`src/rpi_pkg.sv`:
```
// Constants shared by the reduced-interface PHY-side block.
// Assumes a single 20 MHz core clock; the link reference is slower than it.
package rpi_pkg;

    // Core clock, period in nanoseconds (20 MHz)
    localparam int CLK_PERIOD_NS = 50;

    // Nominal interface reference in silicon, and the reduced rate used here
    localparam int LINK_REF_NOMINAL_MHZ = 50;
    localparam int SRC_25_MODE_MHZ      = 25;
    localparam int LINK_HALF_PERIOD_NS  = 200;

    // Half period of the generated reference in core cycles, rounded down, at least one
    localparam int LINK_HALF_RAW    = LINK_HALF_PERIOD_NS / CLK_PERIOD_NS;
    localparam int LINK_HALF_CYCLES = (LINK_HALF_RAW < 1) ? 1 : LINK_HALF_RAW;
    localparam logic [3:0] LINK_HALF_LAST = 4'(LINK_HALF_CYCLES - 1);

    // Reference periods a dibit is held at 10 Mbps
    localparam int         SLOW_HOLD_PERIODS = 10;
    localparam logic [3:0] SLOW_HOLD_LAST    = 4'(SLOW_HOLD_PERIODS - 1);

    // Carrier detect window at 100 Mbps, in line bits
    localparam int CARRIER_WINDOW_BITS = 10;

    // Data path widths and buffer depth
    localparam int DIBIT_W    = 2;
    localparam int FIFO_DEPTH = 16;

    // Idle dibit value on both directions
    localparam logic [1:0] DIBIT_IDLE = 2'h0;

    // Power-up clock mode: 0 = 25 MHz source mode, 1 = 50 MHz input mode
    localparam logic DEFAULT_MODE_50 = 1'b0;

    // Reset values
    localparam logic [3:0] CNT_RESET = 4'h0;

endpackage

```
`src/rpi_fifo.sv`:
```
// Small synchronous FIFO in flip-flops with valid/ready on both sides.
// Assumes both sides run on the single core clock.
`timescale 1ns/100ps
module rpi_fifo #(
    parameter int WIDTH = 2,
    parameter int DEPTH = 16
) (
    input  wire logic             ref_clk,
    input  wire logic             rst_n,
    input  wire logic [WIDTH-1:0] in_data,
    input  wire logic             in_valid,
    output logic                  in_ready,
    output logic      [WIDTH-1:0] out_data,
    output logic                  out_valid,
    input  wire logic             out_ready
);
    localparam int AW = $clog2(DEPTH);

    logic [WIDTH-1:0] mem [DEPTH];
    logic [AW-1:0]    wr_idx;
    logic [AW-1:0]    rd_idx;
    logic [AW:0]      fill;
    wire              push;
    wire              pop;

    // Honest full and empty from the fill count
    assign in_ready  = (fill != (AW+1)'(DEPTH));
    assign out_valid = (fill != '0);
    assign push      = in_valid & in_ready;
    assign pop       = out_valid & out_ready;
    assign out_data  = mem[rd_idx];

    // Storage written by index; contents need no reset
    always_ff @(posedge ref_clk)
    begin
        if (push)
            mem[wr_idx] <= in_data;
    end

    // Pointers and fill; wrap is natural since depth is a power of two
    always_ff @(posedge ref_clk)
    begin
        if (!rst_n)
        begin
            wr_idx <= '0;
            rd_idx <= '0;
            fill   <= '0;
        end
        else
        begin
            if (push)
                wr_idx <= wr_idx + 1'b1;
            if (pop)
                rd_idx <= rd_idx + 1'b1;
            fill <= fill + (AW+1)'(push) - (AW+1)'(pop);
        end
    end
endmodule // rpi_fifo

```
`src/rpi_link_clk.sv`:
```
// Link reference handling: generates the reference in 25 MHz source mode,
// samples the external reference in 50 MHz input mode, flags rising edges.
// Assumes crystal_input is asynchronous to ref_clk and far slower than it.
`timescale 1ns/100ps
module rpi_link_clk (
    input  wire logic ref_clk,
    input  wire logic rst_n,
    input  wire logic mode_50,
    input  wire logic crystal_input,
    output logic      ref_out,
    output logic      ref_out_oe,
    output logic      link_rise
);
    logic [3:0] div_cnt;
    logic       gen_clk;
    logic       xi_meta;
    logic       xi_sync;
    logic       xi_prev;
    wire        div_wrap;
    wire        gen_rise;
    wire        ext_rise;

    // Divider pulse and edge terms
    assign div_wrap = (div_cnt == rpi_pkg::LINK_HALF_LAST);
    assign gen_rise = div_wrap & ~gen_clk;
    assign ext_rise = xi_sync & ~xi_prev;

    // Source mode drives the reference; input mode leaves the pin undriven
    assign ref_out    = gen_clk;
    assign ref_out_oe = ~mode_50;
    assign link_rise  = mode_50 ? ext_rise : gen_rise;

    // Divider from the core clock, stands in for the synthesizer
    always_ff @(posedge ref_clk)
    begin
        if (!rst_n || mode_50)
        begin
            div_cnt <= rpi_pkg::CNT_RESET;
            gen_clk <= 1'b0;
        end
        else if (div_wrap)
        begin
            div_cnt <= rpi_pkg::CNT_RESET;
            gen_clk <= ~gen_clk;
        end
        else
            div_cnt <= div_cnt + 4'h1;
    end

    // Two-flop synchroniser, edge detect reads only the second stage
    always_ff @(posedge ref_clk)
    begin
        if (!rst_n)
        begin
            xi_meta <= 1'b0;
            xi_sync <= 1'b0;
            xi_prev <= 1'b0;
        end
        else
        begin
            xi_meta <= crystal_input;
            xi_sync <= xi_meta;
            xi_prev <= xi_sync;
        end
    end
endmodule // rpi_link_clk

```
`src/rpi_top.sv`:
```
// PHY-side reduced media interface: clock mode, transmit capture into a
// FIFO toward the copper transmit path, and receive delivery to the MAC.
// Assumes the copper paths run on ref_clk; MAC pins are asynchronous.
//
// Overview of operation
// - Reference clock times every interface signal; carrier sense here rises without waiting for a reference edge
// - 25 MHz mode drives generated reference out
// - 50 MHz mode takes reference on crystal input
// - All clocks derive from active mode source
// - Variant default mode, config bit flips it
// - Capture one transmit dibit per period, one per ten periods at 10 Mbps
// - Idle transmit dibit ignored when enable low
// - Carrier sense rises on detect, falls on loss
// - Carrier sense spans first to last dibit
// - Receive dibit zero until decoded data
// - One receive dibit per period, one per ten periods at 10 Mbps, clock synchronous
// - Receive dibit zero while carrier sense low
// - Receive error for at least one period
// - Both rates, both duplexes, independent directions
`timescale 1ns/100ps
module rpi_top (
    input  wire logic       ref_clk,
    input  wire logic       rst_n,
    input  wire logic       speed_100,
    input  wire logic       clock_mode_swap,
    input  wire logic       crystal_input,
    output logic            clock_mode_50,
    output logic            rmii_ref_clk_out,
    output logic            rmii_ref_clk_oe,
    input  wire logic       rmii_tx_en,
    input  wire logic [1:0] rmii_txd,
    output logic            rmii_crs_dv,
    output logic      [1:0] rmii_rxd,
    output logic            rmii_rx_er,
    output logic      [1:0] tx_dibit,
    output logic            tx_dibit_valid,
    input  wire logic       tx_dibit_ready,
    output logic            tx_active,
    output logic            tx_overrun,
    input  wire logic       rx_squelch_pass,
    input  wire logic       rx_line_bit,
    input  wire logic       rx_line_bit_valid,
    input  wire logic       rx_carrier_lost,
    input  wire logic [1:0] rx_dibit,
    input  wire logic       rx_dibit_valid,
    output logic            rx_dibit_ready,
    input  wire logic       rx_symbol_error
);
    ////////////////////////////////////////////////////////////////////////////
    // Carrier detect helper

    // True when two zeros with at least one bit between them lie in the window
    function automatic logic split_zeros(
        input logic [rpi_pkg::CARRIER_WINDOW_BITS-1:0] win
    );
        logic [rpi_pkg::CARRIER_WINDOW_BITS-1:0] z;
        logic                                    hit;
        z   = ~win;
        hit = 1'b0;
        for (int i = 0; i < rpi_pkg::CARRIER_WINDOW_BITS; i++)
            for (int j = i + 2; j < rpi_pkg::CARRIER_WINDOW_BITS; j++)
                if (z[i] && z[j])
                    hit = 1'b1;
        return hit;
    endfunction

    ////////////////////////////////////////////////////////////////////////////
    // Clock mode and link reference

    logic link_rise;

    // Mode is the variant default, flipped by the configuration bit
    assign clock_mode_50 = rpi_pkg::DEFAULT_MODE_50 ^ clock_mode_swap;

    rpi_link_clk u_link (
        .ref_clk       (ref_clk),
        .rst_n         (rst_n),
        .mode_50       (clock_mode_50),
        .crystal_input (crystal_input),
        .ref_out       (rmii_ref_clk_out),
        .ref_out_oe    (rmii_ref_clk_oe),
        .link_rise     (link_rise)
    );

    ////////////////////////////////////////////////////////////////////////////
    // Transmit side

    logic       txen_meta;
    logic       txen_sync;
    logic [1:0] txd_meta;
    logic [1:0] txd_sync;
    logic [3:0] tx_cnt;
    wire        tx_slot;
    wire        tx_hold_last;
    wire        fifo_in_ready;

    // Pins from the MAC pass two flops before use
    always_ff @(posedge ref_clk)
    begin
        if (!rst_n)
        begin
            txen_meta <= 1'b0;
            txen_sync <= 1'b0;
            txd_meta  <= rpi_pkg::DIBIT_IDLE;
            txd_sync  <= rpi_pkg::DIBIT_IDLE;
        end
        else
        begin
            txen_meta <= rmii_tx_en;
            txen_sync <= txen_meta;
            txd_meta  <= rmii_txd;
            txd_sync  <= txd_meta;
        end
    end

    // Capture on the first period of each dibit; slow rate spaces by ten
    assign tx_hold_last = (tx_cnt == rpi_pkg::SLOW_HOLD_LAST);
    assign tx_slot = link_rise & txen_sync
                   & (speed_100 | (tx_cnt == rpi_pkg::CNT_RESET));

    // Period counter restarts with each frame, so the first dibit lines up
    always_ff @(posedge ref_clk)
    begin
        if (!rst_n)
            tx_cnt <= rpi_pkg::CNT_RESET;
        else if (link_rise)
        begin
            if (!txen_sync || tx_hold_last || speed_100)
                tx_cnt <= rpi_pkg::CNT_RESET;
            else
                tx_cnt <= tx_cnt + 4'h1;
        end
    end

    // Data only enters while enable is high, idle dibits never reach the FIFO
    rpi_fifo #(
        .WIDTH (rpi_pkg::DIBIT_W),
        .DEPTH (rpi_pkg::FIFO_DEPTH)
    ) u_tx_fifo (
        .ref_clk   (ref_clk),
        .rst_n     (rst_n),
        .in_data   (txd_sync),
        .in_valid  (tx_slot),
        .in_ready  (fifo_in_ready),
        .out_data  (tx_dibit),
        .out_valid (tx_dibit_valid),
        .out_ready (tx_dibit_ready)
    );

    // MAC cannot be stalled, so a full FIFO drops the dibit and says so
    always_ff @(posedge ref_clk)
    begin
        if (!rst_n)
        begin
            tx_active  <= 1'b0;
            tx_overrun <= 1'b0;
        end
        else
        begin
            tx_active  <= txen_sync;
            tx_overrun <= tx_slot & ~fifo_in_ready;
        end
    end

    ////////////////////////////////////////////////////////////////////////////
    // Carrier detection

    logic [rpi_pkg::CARRIER_WINDOW_BITS-1:0] line_win;
    logic                                    carrier_fast;
    wire  [rpi_pkg::CARRIER_WINDOW_BITS-1:0] next_line_win;
    wire                                     fast_detect;
    wire                                     carrier;

    assign next_line_win = {line_win[rpi_pkg::CARRIER_WINDOW_BITS-2:0], rx_line_bit};
    assign fast_detect   = rx_line_bit_valid & split_zeros(next_line_win);
    assign carrier       = speed_100 ? carrier_fast : rx_squelch_pass;

    // Window idles at all ones; detect wins over a loss in the same cycle
    always_ff @(posedge ref_clk)
    begin
        if (!rst_n)
        begin
            line_win     <= '1;
            carrier_fast <= 1'b0;
        end
        else
        begin
            if (rx_line_bit_valid)
                line_win <= next_line_win;
            if (fast_detect)
                carrier_fast <= 1'b1;
            else if (rx_carrier_lost)
                carrier_fast <= 1'b0;
        end
    end

    ////////////////////////////////////////////////////////////////////////////
    // Receive delivery

    logic [3:0] rx_cnt;
    logic       err_pend;
    wire        rx_slot;
    wire        rx_take;
    wire        next_crs_dv;

    // Each period, or each tenth at the slow rate, offers a delivery slot
    assign rx_slot = link_rise & rmii_crs_dv
                   & (speed_100 | (rx_cnt == rpi_pkg::SLOW_HOLD_LAST));
    assign rx_take = rx_slot & rx_dibit_valid;
    assign rx_dibit_ready = rx_slot;

    // Rise without waiting for a reference edge; fall only on an edge with
    // nothing left to deliver, so the last dibit still goes out
    assign next_crs_dv = carrier ? 1'b1
                       : ((link_rise && !rx_dibit_valid) ? 1'b0 : rmii_crs_dv);

    always_ff @(posedge ref_clk)
    begin
        if (!rst_n)
            rmii_crs_dv <= 1'b0;
        else
            rmii_crs_dv <= next_crs_dv;
    end

    // Slow-rate period counter for the receive direction
    always_ff @(posedge ref_clk)
    begin
        if (!rst_n || !rmii_crs_dv)
            rx_cnt <= rpi_pkg::CNT_RESET;
        else if (link_rise)
            rx_cnt <= (rx_cnt == rpi_pkg::SLOW_HOLD_LAST || speed_100)
                    ? rpi_pkg::CNT_RESET : rx_cnt + 4'h1;
    end

    // Dibit changes only on reference edges; zero until decoded and when idle.
    // Cleared together with the fall of carrier sense, so no stale dibit shows
    always_ff @(posedge ref_clk)
    begin
        if (!rst_n || !next_crs_dv)
            rmii_rxd <= rpi_pkg::DIBIT_IDLE;
        else if (rx_slot)
            rmii_rxd <= rx_take ? rx_dibit : rpi_pkg::DIBIT_IDLE;
    end

    // Error held pending until the next edge, then shown for a full period;
    // a new error in the clearing cycle stays pending
    always_ff @(posedge ref_clk)
    begin
        if (!rst_n)
        begin
            err_pend   <= 1'b0;
            rmii_rx_er <= 1'b0;
        end
        else
        begin
            if (rx_symbol_error)
                err_pend <= 1'b1;
            else if (link_rise)
                err_pend <= 1'b0;
            if (link_rise)
                rmii_rx_er <= err_pend | rx_symbol_error;
        end
    end

endmodule // rpi_top

```
`config.mk`:
```
export PLATFORM = sky130hd
export DESIGN_NAME = rpi_top
export DESIGN_NICKNAME = d
export VERILOG_FILES = /design/src/rpi_pkg.sv /design/src/rpi_fifo.sv /design/src/rpi_link_clk.sv /design/src/rpi_top.sv
export SDC_FILE = /design/constraint.sdc
export NUM_CORES = 1
export LEC_CHECK = 0
export BUFFER_PORTS_ARGS = -buffer_cell sky130_fd_sc_hd__buf_4
export CORE_ASPECT_RATIO = 1.5
export CORE_MARGIN = 2
export CORE_UTILIZATION = 35
export CTS_BUF_LIST = sky130_fd_sc_hd__clkbuf_4
export DETAILED_ROUTE_END_ITERATION = 7
export GPL_TIMING_DRIVEN = 0
export PLACE_DENSITY = 0.54
export SYNTH_ARGS = -nofsm -noshare
export SYNTH_HDL_FRONTEND = slang
export SYNTH_SLANG_ARGS = --single-unit
```
`constraint.sdc`:
```
create_clock -name ref_clk -period 3.7 [get_ports ref_clk]
set_input_delay 0.74 -clock ref_clk [delete_from_list [all_inputs] [get_ports ref_clk]]
set_output_delay 0.74 -clock ref_clk [all_outputs]
set_load 0.005 [all_outputs]
```
### Yosys cells after proc, flatten, opt, wreduce, memory -nomap -nowiden

Memory sizes are Yosys's and may differ from the RTL's. A register that Yosys moved wholly into a read port is not among the register bits.
Index checks and enable logic that the tools add are counted.

| word-level totals | value |
|---|---|
| register bits | 52 |
| RAM bits | 32 |
| bits of input ports | 17 |
| output and inout bits | 13 |
| logic and storage cells | 157 |
| memories | 1 |

| operators by class | value |
|---|---|
| add/sub/neg operators | 7 |
| eq/ne operators | 4 |
| muxes and demuxes | 51 |
| bitwise gates (word level) | 19 |
| reductions and logical operators | 53 |

Memories:

| memory | depth | bits a word | read ports | clocked after memory_dff | wr ports | RTL line | RTL |
|---|---|---|---|---|---|---|---|
| u_tx_fifo.mem | 16 | 2 | 1 | 1 | 1 | rpi_fifo.sv:19 | `logic [WIDTH-1:0] mem [DEPTH];` |

Operator list:

| operator | number |
|---|---|
| $mux W1 | 46 |
| $logic_and A1 B1 Y1 | 37 |
| $add A4 B1 Y4 const B | 5 |
| $mux W4 | 4 |
| $and A1 B1 Y1 | 11 |
| $not A10 Y10 | 1 |
| $eq A4 B4 Y1 const B | 2 |
| $logic_or A1 B1 Y1 | 6 |
| $add A5 B1 Y5 | 1 |
| $logic_not A1 Y1 | 5 |
| $ne A5 B5 Y1 const B | 1 |
| $reduce_bool A5 Y1 | 1 |
| $sub A5 B1 Y5 | 1 |
| $eq A4 B2 Y1 const B | 1 |
| $logic_not A4 Y1 | 1 |
| $not A1 Y1 | 4 |
| $reduce_bool A2 Y1 | 2 |
| $or A1 B1 Y1 | 3 |
| $mux W2 | 1 |
| $reduce_or A2 Y1 | 1 |

### Depth between registers and ports, before layout

| logic depth | value |
|---|---|
| depth in word-level cells | 40 |
| gate-level depth with buffers | 15 |

### Cells and area by module

Synthesis repeated with hierarchy kept, for this count alone.

| second synthesis, totals | value |
|---|---|
| cell total of the unflattened synthesis | 331 |
| area, all modules | 3738.6 µm² |

Modules (own cells, without submodules):

| module | instances | cells an instance | area an instance (µm²) | seq. area each (µm²) |
|---|---|---|---|---|
| rpi_fifo | 1 | 161 | 2125.8 | 1301.2 |
| rpi_top | 1 | 140 | 1293.7 | 620.6 |
| rpi_link_clk | 1 | 30 | 319.1 | 160.2 |

### Worst setup path before layout

OpenSTA, ideal clock, no wires.

| timing path | value |
|---|---|
| path type | register to register |
| start point | register u_tx_fifo.fill[3] |
| end point | register u_tx_fifo.fill[4] |
| library setup time | 0.119 ns |
| data arrival time | 2.525 ns |
| data required time | 3.581 ns |
| setup slack | 1.057 ns |
| stages on the path, launching flop included | 16 |
| buffers on the path | 1 |
| clock period less this slack | 2.643 ns |
| cell sequence | dfxtp_1 inv_1 ha_1 or4b_1 clkbuf_1 nand2_1 inv_1 ha_1 inv_1 ha_1 inv_1 fa_1 nor2b_1 o21bai_1 a21oi_1 nor3b_1 |

RTL lines:

| what | RTL line | RTL |
|---|---|---|
| start, declared | rpi_fifo.sv:22 | `logic [AW:0] fill;` |
| start signal, assigned | rpi_fifo.sv:55 | `fill <= fill + (AW+1)'(push) - (AW+1)'(pop);` |
| $reduce_bool A5 Y1 | rpi_fifo.sv:28 | `assign out_valid = (fill != '0);` |
| named net tx_dibit_valid | rpi_top.sv:36 | `output logic tx_dibit_valid,` |
| $and A1 B1 Y1 | rpi_fifo.sv:30 | `assign pop = out_valid & out_ready;` |
| named net u_tx_fifo.pop | rpi_fifo.sv:24 | `wire pop;` |
| $sub A5 B1 Y5 | rpi_fifo.sv:55 |  |

The timed path passes the listed nets, and every way through them passes these cells.
A chain may end at the register's enable or synchronous reset.

### Worst setup path after layout

| timing path | value |
|---|---|
| start point | register u_tx_fifo.fill[3] |
| end point | register u_tx_fifo.fill[4] |

RTL lines:

| what | RTL line |
|---|---|
| $reduce_bool A5 Y1 | rpi_fifo.sv:28 |
| $and A1 B1 Y1 | rpi_fifo.sv:30 |
| named net u_tx_fifo.pop | rpi_fifo.sv:24 |
| $sub A5 B1 Y5 | rpi_fifo.sv:55 |

The timed path passes the listed nets, and every way through them passes these cells.

==> metrics.yaml <==
global_route:
  track_usage_pct: 12.9
  grt_pass1_vias: 2546
  antenna_found_initial: 0
  grt_max_degree: 17
  grt_remaining_overflow: 0
  grt_pass1_wl_um: 12100
logic_synthesis:
  synth_common_cells: "56 x dfxtp_1, 32 x edfxtp_1, 27 x nand2_1"
  yosys_warnings: 0
  synthCells: 336
  yosysSeqAreaShare_pct: 53.6
  synth_cell_types: 51
  synth_top_area_share_pct: 28.9
  syn_area_mm2: 0.00388
  synth_area_leaders: "dfxtp_1 29%, edfxtp_1 25%, ha_1 5.5%, mux4_2 4.6%, mux2i_1 4.4%"
  ys.flop_type: "dfxtp_1"
  synth_edf_count: 32
  synthArstFlopShare_pct: 0
  synth-seq-cells: 88
  syn_area_per_cell_um2: 11.6
  synthesis.nets: 371
  yosysMostFrequentCell: "dfxtp_1"
  yosys.area.top_type: "dfxtp_1"
timing:
  slew-limit-headroom_pct: 56.3
  tightest_slew_ps: 656
  fmax_mhz: 331
  grt_setup_unrepaired: "no"
  hold_viol_final: 0
  fin_skew_ps: 18.4
  finalCriticalPeriod_ps: 3020
  fin_crit_sh_pct: 81.6
  setup_viol: 0
  finalMaxSlewViolations: 0
  finalSetupTns_ps: 0
cells_and_area:
  diodes: 0
  nets: 410
  layout.cells.non_filler: 527
  synthToLayoutAreaGrowth_pct: 14.7
  layout-drive-gt1-share_pct: 17.9
power:
  p_leak_uw: 0.00170
  finalPower_uw: 2220
  p_per_area_mw_per_mm2: 497
  ir_drop_v: 0.000189
detailed_routing:
  drc_errors: 0
  num_vias: 2527
  wl_met1_um: 2980
  top_layer: "met4"
  route.met3.wl_um: 228
  met2_length_um: 3950
  drtAntennaViolNets: 0
  wirelength_um: 7280
  first_pass_iters: 6
  post_drt_wl_per_cell_um: 13.8
  vias_per_cell: 4.80
  drt_iter0_drc: 57
run_status:
  status: "finished clean"
floorplanning:
  top_level_ports: 30
  start_util_pct: 35.5
  core_region_area_mm2: 0.0109
  die-area_mm2: 0.0120
  dieHeight_um: 133
  rows: 47
  die_w_um: 90.0
setup_path:
  cp_common_cell: "inv_1"
  critPathCaptureType: "flip-flop"
  cp_max_fo: 5
  crit_path_start_kind: "flip-flop"
  critPathArrivalTime_ps: 3380
  timing.rr.end: "u_tx_fifo.fill[4]$_SDFF_PN0_"
  ff2ff_path_depth: 15
  worstSetupStartpoint: "u_tx_fifo.fill[3]$_SDFF_PN0_"
  path_class: "reg -> reg"
  cpPeakStageDelay_ps: 450
  path_cells: "inv_1 > ha_1 > or4b_1 > clkbuf_1 > nand2_1 > inv_1 > ha_1 > inv_1 > ha_1 > inv_1 > fa_1 > nor2b_1 > o21bai_1 > nand3_1 > nor3b_1"
  rr_startpoint: "u_tx_fifo.fill[3]$_SDFF_PN0_"
  worstPathRequired_ps: 4060
  cp_slowest_cell: "or4b_1"
  worst-r2r-setup-slack_ps: 680
clock_tree:
  cts_setup_buffers: 0
  clock_latency_ps: 440
  cts_hold_buffers: 0
  cts_tree: "yes"
  cts_sinks: 88
  htreeDepth: 3
  clkTransAtPathRegs_ps: 130
  cts_buffer_depth: 2
  numCtsBuffers: 9
  cts_root_buffer: "clkbuf_4"
  cts_resized: 0
job:
  cap_violations: 0
worst_hold_path:
  min_to: "txen_sync$_SDFF_PN0_"
  hold_path_startpoint: "txen_meta$_SDFF_PN0_"
  hold_path_depth: 1
  hold_path_class: "reg -> reg"
placement:
  portBuffers: 28
  place_inst: 511
  gp_congestion: 0.745
  dp_hpwl_um: 5410
-- report_power, final --
group	internal (uW)	leakage (uW)	switching [uW]
logic	235	0.000887	233
clock network	337	0.0000953	316
registers	1050	0.000721	41.8
-- placed cells by master (no fill, tap or decap), types with 4 or more instances in the layout --
master / n
nand3_1: 8
edfxtp_1: 32
nor2_1: 21
a21oi_1: 14
xnor2_1: 4
inv_1: 21
mux2i_1: 17
clkbuf_1: 8
and3_1: 9
xor2_1: 5
nand2_1: 27
nor2b_1: 7
and3_2: 5
and2_1: 15
nor3b_1: 4
o21ai_0: 6
nor3_1: 4
ha_1: 17
mux4_2: 8
dfxtp_1: 56
or3_1: 5
buf_4: 29
clkbuf_4: 9
-- registers in the layout, summed over array words and instances (netlist names), 2 cells and up, named ones only --
register / cells
txd_meta: 2
rmii_rxd: 2
u_link.div_cnt: 4
u_tx_fifo.mem: 32
u_tx_fifo.wr_idx: 4
txd_sync: 2
u_tx_fifo.rd_idx: 4
rx_cnt: 4
line_win: 9
tx_cnt: 4
u_tx_fifo.fill: 5
-- cell type report --
cell class	count	area (um^2)
inverters	21	78.8
clock buffers	9	67.6
multi-input cells	214	1650
repair buffers	28	210
plain buffers	13	76.3
fillers	1116	6480
clock inverters	7	110
flip-flops and latches	88	2080
well taps	147	184
-- critical path, delay by kind of cell, from the launching register on --
kind | cells | cell delay, ps
compound gates | 1 | 120
fa+ha+maj | 4 | 1010
buf+inv | 5 | 430
flops | 1 | 340
simple gates | 5 | 1020
-- how the worst max path moves through the flow --
stage,depth (start not counted),slack [ps],endpoint
6_report,15,680,u_tx_fifo.fill[4]$_SDFF_PN0_
5_1_grt,15,460,u_tx_fifo.fill[4]$_SDFF_PN0_
4_1_cts,15,650,u_tx_fifo.fill[4]$_SDFF_PN0_
3_5_place_dp,12,660,u_tx_fifo.fill[4]$_SDFF_PN0_
3_3_place_gp,12,740,u_tx_fifo.fill[4]$_SDFF_PN0_
2_1_floorplan,15,1060,u_tx_fifo.fill[4]$_SDFF_PN0_
-- stage by stage --
step           cell area, um^2  hold WS (ps)  worst slack, ps  utilization (%)
3_5_place_dp              4280           421              664             39.1
2_1_floorplan             3880           412             1060                -
4_1_cts                   4450           453              651             40.7
3_3_place_gp              4280           414              740             39.1
6_report                  4450           447              681             40.7
5_1_grt                   4450           457              460             40.7
-- cell families (layout without fill, tap and decap cells) --
group | Yosys count | count (layout) | synth area share, %
simple gates | 125 | 125 | 18.9
flops | 88 | 88 | 53.6
compound gates | 37 | 37 | 6.41
buf+inv | 34 | 78 | 4.00
mux | 25 | 25 | 9.02
fa+ha+maj | 18 | 18 | 5.99
xor+xnor | 9 | 9 | 2.03
-- per-layer routing --
| layer | global-route usage (%) | vias up |
|---|---|---|
| met5 | 0 | - |
| met4 | 5.56 | 0 |
| met3 | 3.42 | 12 |
| met2 | 24.5 | 33 |
| met1 | 13.3 | 1219 |
| li1 | - | 1263 |
No activity file was read; power rests on OpenSTA's default activity.
